==> src/core/clkgen_regs.svh <==
// register indices, field positions, reset values of the clock generator control
// assumes an APB slave maps index n to byte address 4*n
//
// Overview of operation
// [RQ1] after reset the cpu always runs from the internal fast oscillator
// [RQ2] stop mode or main halt bit 7 stops the main crystal oscillator
// [RQ3] stop mode or main halt bit disables the external main clock input
// [RQ4] stop mode or fast halt bit 0 stops the internal fast oscillator
// [RQ5] stop mode or clearing enable bit 0 stops the double-speed oscillator
// [RQ6] source select bit 4 picks high-speed clock or internal fast clock
// [RQ7] double-speed select bit 2 routes the double-speed clock as main clock
// [RQ8] sub halt bit 6 stops the subsystem crystal oscillator
// [RQ9] the low-speed clock feeds only the watchdog, never the cpu
// [RQ10] the low-speed oscillator runs exactly while the watchdog runs
// [RQ11] watchdog stops when disabled, or in standby without standby-run option
// [RQ12] pin mode register takes one 8-bit write per reset; reads always allowed
// [RQ13] reset clears the pin mode register to zero
// [RQ14] pin mode fields at bits 7,6,4,2-1,0; bits 5 and 3 read zero
// [RQ15] pin pair 00/10 port, 01 crystal, 11 external clock input
// [RQ16] reset loads run control with both crystal halts set, fast oscillator on
// [RQ17] frequency range bit: 0 up to 10 MHz, 1 above 10 MHz
// [RQ18] later writes to the pin mode register are silently ignored until reset
// [RQ19] source changes only while old and new clocks are both low
`ifndef CLKGEN_REGS_SVH
`define CLKGEN_REGS_SVH
// -----------------------------------------------
// register indices
// -----------------------------------------------
`define PIN_MODE_IDX 20'hfffa0
`define RUN_CTRL_IDX 20'hfffa1
`define CLK_SEL_IDX 20'hfffa4
`define DBL_CTRL_IDX 20'hfffa5
`define OPTION_IDX 20'h000c0
// -----------------------------------------------
// reset values and implemented-bit masks
// -----------------------------------------------
`define PIN_MODE_RST 8'h00
`define RUN_CTRL_RST 8'hc0
`define CLK_SEL_RST 8'h00
`define DBL_CTRL_RST 8'h00
`define OPTION_RST 8'h00
`define PIN_MODE_MASK 8'hd7
`define RUN_CTRL_MASK 8'hc1
`define CLK_SEL_MASK 8'h10
`define DBL_CTRL_MASK 8'h05
`define OPTION_MASK 8'h11
// -----------------------------------------------
// field positions
// -----------------------------------------------
`define EXT_CLK_BIT 7
`define MAIN_PIN_BIT 6
`define SUB_PIN_BIT 4
`define SUB_GAIN_HI_BIT 2
`define SUB_GAIN_LO_BIT 1
`define FREQ_RANGE_BIT 0
`define MAIN_HALT_BIT 7
`define SUB_HALT_BIT 6
`define FAST_HALT_BIT 0
`define SRC_SEL_BIT 4
`define DBL_SEL_BIT 2
`define DBL_EN_BIT 0
`define WD_EN_BIT 4
`define WD_STBY_BIT 0
`endif

==> src/core/clkgen_pkg.sv <==
// types shared by the clock generator control
// assumes nothing beyond a SystemVerilog compiler
`default_nettype none
package clkgen_pkg;
  typedef enum logic [1:0] {SRC_FAST, SRC_HS, SRC_DBL} src_t;
  typedef enum logic [1:0] {PIN_PORT, PIN_XTAL, PIN_EXT} pin_mode_t;
endpackage
`default_nettype wire

==> src/core/system_clock_generator_control.sv <==
// clock generator control: oscillator run/stop, main clock source, watchdog clock
// assumes oscillator clock levels arrive sampled and synchronous to pclk
`include "clkgen_regs.svh"
`default_nettype none
module system_clock_generator_control
  import clkgen_pkg::*;
(
  input wire logic pclk,
  input wire logic presetn,
  input wire logic psel,
  input wire logic penable,
  input wire logic pwrite,
  input wire logic [31:0] paddr,
  input wire logic [31:0] pwdata,
  input wire logic [3:0] pstrb,
  output logic [31:0] prdata,
  output logic pready,
  output logic pslverr,
  input wire logic stop_mode,
  input wire logic halt_mode,
  input wire logic fast_clk_lvl,
  input wire logic hs_clk_lvl,
  input wire logic dbl_clk_lvl,
  output logic main_osc_run,
  output logic ext_clk_in_en,
  output logic fast_osc_run,
  output logic dbl_osc_run,
  output logic sub_osc_run,
  output logic low_osc_run,
  output logic watchdog_running,
  output pin_mode_t main_pin_mode,
  output logic sub_pin_osc,
  output logic [1:0] sub_gain,
  output logic main_freq_range,
  output src_t main_src,
  output logic main_clk
);
  // -----------------------------------------------
  // decode helpers
  // -----------------------------------------------
  function automatic logic idx_hit(input logic [31:0] a, input logic [19:0] idx);
    idx_hit = (a[31:22] == 10'h000) && (a[21:2] == idx) && (a[1:0] == 2'h0);
  endfunction

  function automatic logic src_lvl(input src_t s, input logic f, input logic h,
                                   input logic d);
    unique case (s)
      SRC_FAST: src_lvl = f;
      SRC_HS: src_lvl = h;
      SRC_DBL: src_lvl = d;
      default: src_lvl = f;
    endcase
  endfunction

  // -----------------------------------------------
  // registers
  // -----------------------------------------------
  logic [7:0] pin_mode_ff;
  logic [7:0] run_ctrl_ff;
  logic [7:0] clk_sel_ff;
  logic [7:0] dbl_ctrl_ff;
  logic [7:0] option_ff;
  logic pin_locked_ff;
  logic ready_ff;
  logic err_ff;
  logic [31:0] rdata_ff;
  src_t src_ff;
  logic clk_ff;
  logic main_osc_ff;
  logic ext_en_ff;
  logic fast_ff;
  logic dbl_ff;
  logic sub_ff;
  logic wd_ff;
  pin_mode_t pin_dec_ff;

  // -----------------------------------------------
  // apb decode
  // -----------------------------------------------
  wire hit_pin = idx_hit(paddr, `PIN_MODE_IDX);
  wire hit_run = idx_hit(paddr, `RUN_CTRL_IDX);
  wire hit_sel = idx_hit(paddr, `CLK_SEL_IDX);
  wire hit_dbl = idx_hit(paddr, `DBL_CTRL_IDX);
  wire hit_opt = idx_hit(paddr, `OPTION_IDX);
  wire mapped = hit_pin | hit_run | hit_sel | hit_dbl | hit_opt;
  wire setup = psel & ~penable;
  wire xfer = psel & penable & ready_ff;
  wire wr_lo = xfer & pwrite & pstrb[0] & mapped;
  // only a byte-wide store counts as the one allowed write
  wire byte_store = (pstrb == 4'h1);
  wire wr_pin = wr_lo & hit_pin & byte_store & ~pin_locked_ff; // RQ12 RQ18
  wire [7:0] wbyte = pwdata[7:0];
  wire [7:0] rd_sel = hit_pin ? pin_mode_ff :
                      hit_run ? run_ctrl_ff :
                      hit_sel ? clk_sel_ff :
                      hit_dbl ? dbl_ctrl_ff :
                      hit_opt ? option_ff : 8'h00;

  // -----------------------------------------------
  // clock control decode
  // -----------------------------------------------
  wire [1:0] pin_pair = {pin_mode_ff[`EXT_CLK_BIT], pin_mode_ff[`MAIN_PIN_BIT]};
  wire is_xtal = (pin_pair == 2'b01); // RQ15
  wire is_ext = (pin_pair == 2'b11); // RQ15
  wire pin_port = ~pin_mode_ff[`MAIN_PIN_BIT]; // RQ15
  // decoded pin mode is registered so the output leaves a flip-flop like the rest
  wire pin_mode_t nxt_pin_dec = pin_port ? PIN_PORT : (is_xtal ? PIN_XTAL : PIN_EXT); // RQ15
  wire nxt_main_osc = is_xtal & ~run_ctrl_ff[`MAIN_HALT_BIT] & ~stop_mode; // RQ2
  wire nxt_ext_en = is_ext & ~run_ctrl_ff[`MAIN_HALT_BIT] & ~stop_mode; // RQ3
  wire nxt_fast = ~run_ctrl_ff[`FAST_HALT_BIT] & ~stop_mode; // RQ4
  wire nxt_dbl = dbl_ctrl_ff[`DBL_EN_BIT] & ~stop_mode; // RQ5
  wire nxt_sub = pin_mode_ff[`SUB_PIN_BIT] & ~run_ctrl_ff[`SUB_HALT_BIT]; // RQ8
  wire standby = halt_mode | stop_mode;
  wire nxt_wd = option_ff[`WD_EN_BIT] & ~(standby & ~option_ff[`WD_STBY_BIT]); // RQ11
  // low-speed clock has no entry in the source list at all
  wire src_t want_src = dbl_ctrl_ff[`DBL_SEL_BIT] ? SRC_DBL : // RQ7 RQ9
                        clk_sel_ff[`SRC_SEL_BIT] ? SRC_HS : SRC_FAST; // RQ6
  wire old_lvl = src_lvl(src_ff, fast_clk_lvl, hs_clk_lvl, dbl_clk_lvl);
  wire new_lvl = src_lvl(want_src, fast_clk_lvl, hs_clk_lvl, dbl_clk_lvl);
  // handing over while both are low keeps every high phase whole
  wire swap_ok = (want_src != src_ff) & ~old_lvl & ~new_lvl;
  wire src_t nxt_src = swap_ok ? want_src : src_ff; // RQ19

  // -----------------------------------------------
  // register file
  // -----------------------------------------------
  always_ff @(posedge pclk or negedge presetn) begin
    if (!presetn) begin
      pin_mode_ff <= `PIN_MODE_RST; // RQ13
      pin_locked_ff <= 1'b0;
    end else if (wr_pin) begin
      pin_mode_ff <= wbyte & `PIN_MODE_MASK; // RQ14
      pin_locked_ff <= 1'b1; // RQ18
    end
  end

  always_ff @(posedge pclk or negedge presetn) begin
    if (!presetn) begin
      run_ctrl_ff <= `RUN_CTRL_RST; // RQ16
      clk_sel_ff <= `CLK_SEL_RST;
      dbl_ctrl_ff <= `DBL_CTRL_RST;
      option_ff <= `OPTION_RST;
    end else begin
      if (wr_lo & hit_run) run_ctrl_ff <= wbyte & `RUN_CTRL_MASK;
      if (wr_lo & hit_sel) clk_sel_ff <= wbyte & `CLK_SEL_MASK;
      if (wr_lo & hit_dbl) dbl_ctrl_ff <= wbyte & `DBL_CTRL_MASK;
      if (wr_lo & hit_opt) option_ff <= wbyte & `OPTION_MASK;
    end
  end

  // zero wait states: ready rises in the access phase after setup
  always_ff @(posedge pclk or negedge presetn) begin
    if (!presetn) begin
      ready_ff <= 1'b0;
      err_ff <= 1'b0;
      rdata_ff <= 32'h0000_0000;
    end else begin
      ready_ff <= setup;
      err_ff <= setup & ~mapped;
      if (setup) rdata_ff <= {24'h00_0000, rd_sel};
    end
  end

  // -----------------------------------------------
  // oscillator control and clock selection
  // -----------------------------------------------
  always_ff @(posedge pclk or negedge presetn) begin
    if (!presetn) begin
      main_osc_ff <= 1'b0;
      ext_en_ff <= 1'b0;
      fast_ff <= 1'b1;
      dbl_ff <= 1'b0;
      sub_ff <= 1'b0;
      wd_ff <= 1'b0;
      pin_dec_ff <= PIN_PORT;
    end else begin
      main_osc_ff <= nxt_main_osc;
      ext_en_ff <= nxt_ext_en;
      fast_ff <= nxt_fast;
      dbl_ff <= nxt_dbl;
      sub_ff <= nxt_sub;
      wd_ff <= nxt_wd; // RQ10
      pin_dec_ff <= nxt_pin_dec;
    end
  end

  always_ff @(posedge pclk or negedge presetn) begin
    if (!presetn) begin
      src_ff <= SRC_FAST; // RQ1
      clk_ff <= 1'b0;
    end else begin
      src_ff <= nxt_src;
      clk_ff <= src_lvl(nxt_src, fast_clk_lvl, hs_clk_lvl, dbl_clk_lvl);
    end
  end

  // -----------------------------------------------
  // outputs
  // -----------------------------------------------
  assign prdata = rdata_ff;
  assign pready = ready_ff;
  assign pslverr = err_ff;
  assign main_osc_run = main_osc_ff;
  assign ext_clk_in_en = ext_en_ff;
  assign fast_osc_run = fast_ff;
  assign dbl_osc_run = dbl_ff;
  assign sub_osc_run = sub_ff;
  assign low_osc_run = wd_ff; // RQ9 RQ10
  assign watchdog_running = wd_ff;
  assign main_pin_mode = pin_dec_ff;
  assign sub_pin_osc = pin_mode_ff[`SUB_PIN_BIT];
  assign sub_gain = {pin_mode_ff[`SUB_GAIN_HI_BIT], pin_mode_ff[`SUB_GAIN_LO_BIT]};
  assign main_freq_range = pin_mode_ff[`FREQ_RANGE_BIT]; // RQ17
  assign main_src = src_ff;
  assign main_clk = clk_ff;
endmodule
`default_nettype wire

==> config.mk <==
export PLATFORM = sky130hd
export DESIGN_NAME = system_clock_generator_control
export DESIGN_NICKNAME = d
export VERILOG_FILES = /design/src/core/clkgen_pkg.sv /design/src/core/system_clock_generator_control.sv
export VERILOG_INCLUDE_DIRS = /design/src /design/src/core
export SDC_FILE = /design/constraint.sdc
export NUM_CORES = 1
export LEC_CHECK = 0
export BUFFER_PORTS_ARGS = -buffer_cell sky130_fd_sc_hd__buf_2
export CORE_MARGIN = 3
export CORE_UTILIZATION = 42
export CTS_CLUSTER_SIZE = 28
export DETAILED_ROUTE_END_ITERATION = 10
export PLACE_DENSITY = 0.91
export REMOVE_ABC_BUFFERS = 1
export SLEW_MARGIN = 40
export SYNTH_ARGS = -nofsm -noshare
export SYNTH_HDL_FRONTEND = slang
export SYNTH_SLANG_ARGS = --single-unit
export TNS_END_PERCENT = 20
==> constraint.sdc <==
create_clock -name pclk -period 2.65 [get_ports pclk]
set_input_delay 0.795 -clock pclk [delete_from_list [all_inputs] [get_ports pclk]]
set_output_delay 0.795 -clock pclk [all_outputs]
set_load 0.05 [all_outputs]
# After elaboration in Yosys (flattened, before gate mapping)
# Index checks and enable logic that the tools add are counted.
dict set report classes {
  n_eq_ne 15
  n_mux 13
  n_bitwise 41
  n_reduce_logical 12
}
# operator n
set ops {}
lappend ops {{$eq A20 B20 Y1 const B} 4}
lappend ops {{$and A1 B1 Y1} 25}
lappend ops {{$eq A20 B8 Y1 const B} 1}
lappend ops {{$mux W8} 2}
lappend ops {{$mux W5} 3}
lappend ops {{$not A1 Y1} 11}
lappend ops {{$logic_and A1 B1 Y1} 10}
lappend ops {{$logic_not A10 Y1} 1}
lappend ops {{$eq A2 B1 Y1 const B} 4}
lappend ops {{$eq A2 B2 Y1 const B} 4}
lappend ops {{$mux W2} 4}
lappend ops {{$pmux W1 S2} 3}
lappend ops {{$or A1 B1 Y1} 5}
lappend ops {{$eq A4 B1 Y1 const B} 1}
lappend ops {{$logic_not A2 Y1} 1}
lappend ops {{$ne A2 B2 Y1} 1}
lappend ops {{$mux W1} 1}
dict set report word_totals {
  ff_bits 36
  inputBits 78
}

# Depth between registers and ports, before layout
dict set report logic_depth {
  ltp_word 11
  mapped_depth 9
  mapped_depth_nobuf 9
}

# Least setup slack after synthesis
# No wires, ideal clock.
dict set report synth_path {
  path_type {reg2reg}
  startpoint {reg src_ff[1], in the netlist main_src[1]}
  endpoint {reg clk_ff, in the netlist main_clk}
  setup_ns 0.126
  t_arrival_ns 2.600
  path_slack_ns -0.076
  stages_incl_launch_ff 10
  synth_period_minus_slack_ns 2.726
  path_cell_list {dfrtp_1 -> inv_1 -> ha_1 -> a22oi_1 -> o221ai_1 -> a211oi_1 -> mux2_2 -> ha_1 -> a22oi_1 -> o21ai_0}
}
dict set report synth_between {
  elab_chain_len 8
  word_cells_on_any_way 11
  cone_classes {eq/ne: 5; mux: 3; bitwise: 3}
}
# item line_no
set synth_rtl {}
lappend synth_rtl {{from (decl)} system_clock_generator_control.sv:67} ;# src_t src_ff;
lappend synth_rtl {{from (signal assigned)} system_clock_generator_control.sv:192} ;# src_ff <= nxt_src;
lappend synth_rtl {{$eq A2 B2 Y1 / $eq A2 B1 Y1 (equally long branches)} system_clock_generator_control.sv:47} ;# unique case (s)
lappend synth_rtl {{$pmux W1 S2} system_clock_generator_control.sv:47}
lappend synth_rtl {{$not A1 Y1} system_clock_generator_control.sv:121} ;# wire swap_ok = (want_src != src_ff) & ~old_lvl & ~new_lvl;
lappend synth_rtl {{$and A1 B1 Y1 (*) (2 in series)} system_clock_generator_control.sv:121}
lappend synth_rtl {{$mux W2 (*)} system_clock_generator_control.sv:122} ;# wire src_t nxt_src = swap_ok ? want_src : src_ff;
lappend synth_rtl {{via nxt_src[0]} system_clock_generator_control.sv:122}
lappend synth_rtl {{$eq A2 B2 Y1 / $eq A2 B1 Y1 (equally long branches)} system_clock_generator_control.sv:47}
lappend synth_rtl {{$pmux W1 S2 (*)} system_clock_generator_control.sv:47}
lappend synth_rtl {{to (signal assigned)} system_clock_generator_control.sv:193} ;# clk_ff <= src_lvl(nxt_src, fast_clk_lvl, hs_clk_lvl, dbl_clk_lvl);
lappend synth_rtl {{to (decl)} system_clock_generator_control.sv:68} ;# logic clk_ff;
# Mark *: on every way through the listed nets, which the timed path passes. The rest lies on a longest branch.
# A chain may end at the register's enable or synchronous reset.

# Final worst setup path
dict set report layout_path {
  startpoint {in paddr[23]}
  endpoint {reg pin_mode_ff[4]}
}
dict set report layout_between {
  elab_chain_len 11
  word_cells_on_any_way 19
  cone_classes {bitwise: 8; reduce/logical: 11}
}
# item line_no
set layout_rtl {}
lappend layout_rtl {{from (decl)} system_clock_generator_control.sv:13} ;# input wire logic [31:0] paddr,
lappend layout_rtl {{$logic_not A10 Y1 (*)} system_clock_generator_control.sv:42} ;# idx_hit = (a[31:22] == 10'h000) && (a[21:2] == idx) && (a[1:0] == 2'h0);
lappend layout_rtl {{$logic_and A1 B1 Y1 (2 in series)} system_clock_generator_control.sv:42}
lappend layout_rtl {{$or A1 B1 Y1 (4 in series)} system_clock_generator_control.sv:85} ;# wire mapped = hit_pin | hit_run | hit_sel | hit_dbl | hit_opt;
lappend layout_rtl {{$and A1 B1 Y1} system_clock_generator_control.sv:88} ;# wire wr_lo = xfer & pwrite & pstrb[0] & mapped;
lappend layout_rtl {{$and A1 B1 Y1 (*) (3 in series)} system_clock_generator_control.sv:91} ;# wire wr_pin = wr_lo & hit_pin & byte_store & ~pin_locked_ff;
lappend layout_rtl {{to (signal assigned)} system_clock_generator_control.sv:129} ;# pin_mode_ff <= `PIN_MODE_RST;
lappend layout_rtl {{to (signal assigned)} system_clock_generator_control.sv:132} ;# pin_mode_ff <= wbyte & `PIN_MODE_MASK;
lappend layout_rtl {{to (decl)} system_clock_generator_control.sv:58} ;# logic [7:0] pin_mode_ff;
# Mark *: on every way between the ends. The rest lies on a longest branch, timed or not.

==> metrics.sh <==
RESULT_OF_THE_RUN='finished, final reports clean'
POST_DRT_VIA_CELL_RATIO=5.04
POST_CTS_BUFFERS=0
DRT_FIRST_PASS_ITERS=4
FIN_CELLS=301
START_UTIL_PCT=45.4
CLK_PIN_SLEW_WORST_PATHS_NS=0.07
P_INT_uW=772
CTS.HTREE.LEVELS=2
GRT_USE_TOTAL_PCT=16.2
WORSTPATHREQUIRED_NS=2.81
DRT_DRC_VIOLATIONS_LEFT=0
PLACE_HPWL_UM=3540
WORST_SETUP_PATH_START_KIND='input pin'
FOOTPRINT_OF_THE_MULTI_INPUT_GATES_UM2=901
POWER.SWITCHING_uW=308
HOLD_PATH.CLASS='flop to flop'
FIN_WORST_SKEW_NS=0.00663
FLOORPLAN.CORE_AREA_UM2=4200
FP.DIEAREA_UM2=5390
PATH_MAX_FANOUT=12
FLOORPLAN.DIE.HEIGHT_UM=73.4
PERIOD_SHARE_PCT=88.9
YS_FF_LATCH=34
CTS_TREE='built'
DRT_FIRST_ITER_VIOLATIONS=92
POSTSYNTH.ASYNCRESETSHARE_PCT=100
DOMINANTREGCELLSYNTH='sky130_fd_sc_hd__dfrtp_1'
CTS_MADE_BUFFERS=5
SYNTH_SEQUENTIAL_AREA_RATIO_PCT=44.8
CLOCK_PATH_BUFFERS=2
SYN_AREA_UM2=1910
POSTLAYOUTCOREUTIL_PCT=55.3
FINALHOLDVIOLCOUNT=0
YOSYSWARNINGS=0
REGAREA_UM2=855
GPL.FINAL_WEIGHTED_CONGESTION=0.853
SWITCHING_SHARE_PCT=28.5
FIRST_GLOBAL_VIAS=1512
DRV_SLEW=0
MAX_SLEW.WORST_PIN.SLEW_NS=0.708
ANTENNA_LEFT=0
GRT_START_MAX_NET_PINS=35
POSTROUTEWIRELENGTH_UM=4260
IR_DROP_mV=0.174
DIE_W_UM=73.4
RSZ0062_AT_GRT='false'
CLK-INSERTION-DELAY-LATE_NS=0.28
ANTENNA_CELLS=0
TOTAL_LEAKAGE_POWER_uW=0.00125
CLOCK_SINK_COUNT=34
YOSYSUNIQUECELLTYPES=44
GRT_ANTENNA_BEFORE_REPAIR=0
FMAXACHIEVABLE_GHz=0.424
NUM_IO_PINS=128
ARRIVAL_NS=2.52
WORST_SLEW_MARGIN_REL_PCT=52.8
GR-TOTAL-OVERFLOW=0
FINAL_LAYOUT_SIZE_SUFFIX_GT1_SHARE_PCT=43.8
PRECTSSETUPSLACK_NS=-0.0480
REPORT.FINAL.SETUP_VIOL=0
NUM-NETS-FINAL=332
COUNT_OF_FLIP_FLOPS_WITH_A_BUILT_IN_ENABLE_AFTER_SYNTHESIS=0
WIRE_PER_INST_UM=14.1
CTS_HOLD_BUFFERS=0
FIN_TNS_SETUP_NS=0
CLK_ROOT_BUFFER_CELL='sky130_fd_sc_hd__clkbuf_8'
POWER_PER_CELL_AREA_nW_PER_UM2=465
WORST-SETUP-PATH-TYPE='input pin to flop'
FINAL.MIN_CLOCK_PERIOD_NS=2.36
GRT_FIRST_PASS_WIRELENGTH_UM=6680
MAX-CAP-VIOLATIONS=0
PWR-SHARE-COMB_PCT=16.7
POSTSYNTHCELLCOUNT=174
CLOCK_POWER_SHARE_PCT=34.6
SYN_TO_FINAL_GROWTH_PCT=21.7
POWER_SHARE_OF_THE_SEQUENTIAL_GROUP_PCT=48.8
FINAL.SETUP.WORST_SLACK_NS=0.294
PLACEMENT_ROWS=23
POSTSYNTHAREAPERCELL_UM2=11.0
PORTBUFFERS=75
ROUTED-VIA-COUNT=1516
DP_CELLS=293
FILLERINSTANCES=378
ENDPOINT_KIND='flop'
-- cell usage after synthesis, types with 2 or more instances --
master                     instances  area share [%]
sky130_fd_sc_hd__and3_1            2            0.66
sky130_fd_sc_hd__a32o_1            2             1.0
sky130_fd_sc_hd__mux2i_1           5             2.6
sky130_fd_sc_hd__nor4_1            3            0.98
sky130_fd_sc_hd__o21ai_0           3            0.79
sky130_fd_sc_hd__mux2_2           14             8.3
sky130_fd_sc_hd__a22oi_1           3             1.2
sky130_fd_sc_hd__nor2_1           10             2.0
sky130_fd_sc_hd__o31ai_1           2            0.79
sky130_fd_sc_hd__a211oi_1          3             1.2
sky130_fd_sc_hd__nand4_1           4             1.3
sky130_fd_sc_hd__ha_1              4             2.6
sky130_fd_sc_hd__nand2b_1          2            0.66
sky130_fd_sc_hd__and4b_1           3             1.6
sky130_fd_sc_hd__clkbuf_1          2            0.39
sky130_fd_sc_hd__nand3_2           2             1.0
sky130_fd_sc_hd__inv_1             3            0.59
sky130_fd_sc_hd__a21oi_1           3            0.79
sky130_fd_sc_hd__nand3_1           3            0.79
sky130_fd_sc_hd__dfstp_2           3             4.1
sky130_fd_sc_hd__nor3_1            4             1.0
sky130_fd_sc_hd__nor2b_1           4             1.3
sky130_fd_sc_hd__buf_4            29              11
sky130_fd_sc_hd__dfrtp_1          31              41
sky130_fd_sc_hd__mux2_1            2             1.2
sky130_fd_sc_hd__nand2_1          10             2.0
-- worst max-delay path: stages --
cell,delay (ns)
sky130_fd_sc_hd__buf_2,0.10
sky130_fd_sc_hd__nor4_1,0.31
sky130_fd_sc_hd__nand4_1,0.24
sky130_fd_sc_hd__nor4_4,0.37
sky130_fd_sc_hd__buf_12,0.17
sky130_fd_sc_hd__nand3_2,0.18
sky130_fd_sc_hd__mux2_2,0.34
-- flip-flops by register name, indices dropped and copies added (netlist names) --
| register | flops |
|---|---|
| pin_mode_ff | 6 |
| prdata | 6 |
| run_ctrl_ff | 3 |
| dbl_ctrl_ff | 2 |
| main_pin_mode | 2 |
| main_src | 2 |
| option_ff | 2 |
| clk_sel_ff | 1 |
| dbl_osc_run | 1 |
| ext_clk_in_en | 1 |
| fast_osc_run | 1 |
| low_osc_run | 1 |
| main_clk | 1 |
| main_osc_run | 1 |
| pin_locked_ff | 1 |
| pready | 1 |
| pslverr | 1 |
| sub_osc_run | 1 |
-- metrics by stage --
step                      area, um^2  total power [uW]  hold slack [ns]
after floorplan                 1760               650            0.381
after global placement          2230               712            0.402
after detailed placement        2230               716            0.410
after CTS                       2320              1090            0.419
after global routing            2320              1130            0.463
final                           2320              1080            0.428
-- path summary, 6_finish.rpt --
| path | endpoint | slack (ns) | start | cells after the start |
|---|---|---|---|---|
| max | pin_mode_ff[4] | 0.29 | paddr[23] | 7 |
| min | fast_osc_run | 0.43 | run_ctrl_ff[0] | 1 |
| max reg2reg | main_clk | 0.30 | main_src[0] | 9 |
| min reg2reg | fast_osc_run | 0.43 | run_ctrl_ff[0] | 1 |
| max in group asynchronous | clk_sel_ff[4] | 1.62 | presetn | 1 |
| min in group asynchronous | pin_locked_ff | 0.56 | presetn | 1 |
-- power by group through the flow --
stage                     Sequential (uW)  Combinational (uW)  Clock, uW
after global placement                536                 176          0
final                                 527                 180        373
after floorplan                       554                96.3          0
after detailed placement              536                 180          0
after global routing                  526                 194        414
after CTS                             527                 180        386
-- cells in the final DEF (no fill, tap or decap), drive strengths merged, types with 2 or more instances in the layout --
| master | n |
|---|---|
| buf | 77 |
| dfrtp | 31 |
| conb | 26 |
| mux2 | 17 |
| nand2 | 10 |
| nor2 | 10 |
| clkbuf | 7 |
| mux2i | 5 |
| nor3 | 5 |
| nand4 | 5 |
| nand3 | 5 |
| nor2b | 4 |
| ha | 4 |
| nor4 | 4 |
| inv | 3 |
| a22oi | 3 |
| a21oi | 3 |
| o21ai | 3 |
| and4b | 3 |
| dfstp | 3 |
| a211oi | 3 |
| nand2b | 2 |
| and3 | 2 |
| a32o | 2 |
| o31ai | 2 |
| nor4b | 2 |
-- layer usage --
layer / share of wire, % / vias up / track usage, %
met1: 39 / 718 / 18.0
li1: - / 726 / -
met5: 0 / - / 0
met4: 2.0 / 0 / 8.45
met2: 51 / 64 / 28.2
met3: 7.4 / 8 / 4.38
-- cells by family after synthesis --
family	Yosys count	synth area share (%)
AND/OR/NAND/NOR	57	18.8
buffers and inverters	36	13.2
flip-flops	34	44.8
multiplexers	22	12.8
AO/OA/AOI/OAI	20	7.54
adder cells (fa/ha/maj)	4	2.62
other	1	0.196
-- what timing repair did --
action	in CTS	in global routing
endpoints found under the hold margin	0	0
setup endpoints to repair	0	1
resized for setup	0	1
-- layout make-up --
| type | instances | area share, % |
|---|---|---|
| Sequential cell | 34 | 36.8 |
| Multi-Input combinational cell | 129 | 38.8 |
| Tap cell | 50 | 2.69 |
| Timing Repair Buffer | 77 | 17.3 |
| Clock buffer | 7 | 3.72 |
| Clock inverter | 1 | 0.215 |
| Inverter | 3 | 0.485 |
(Power assumes the default switching activity.)
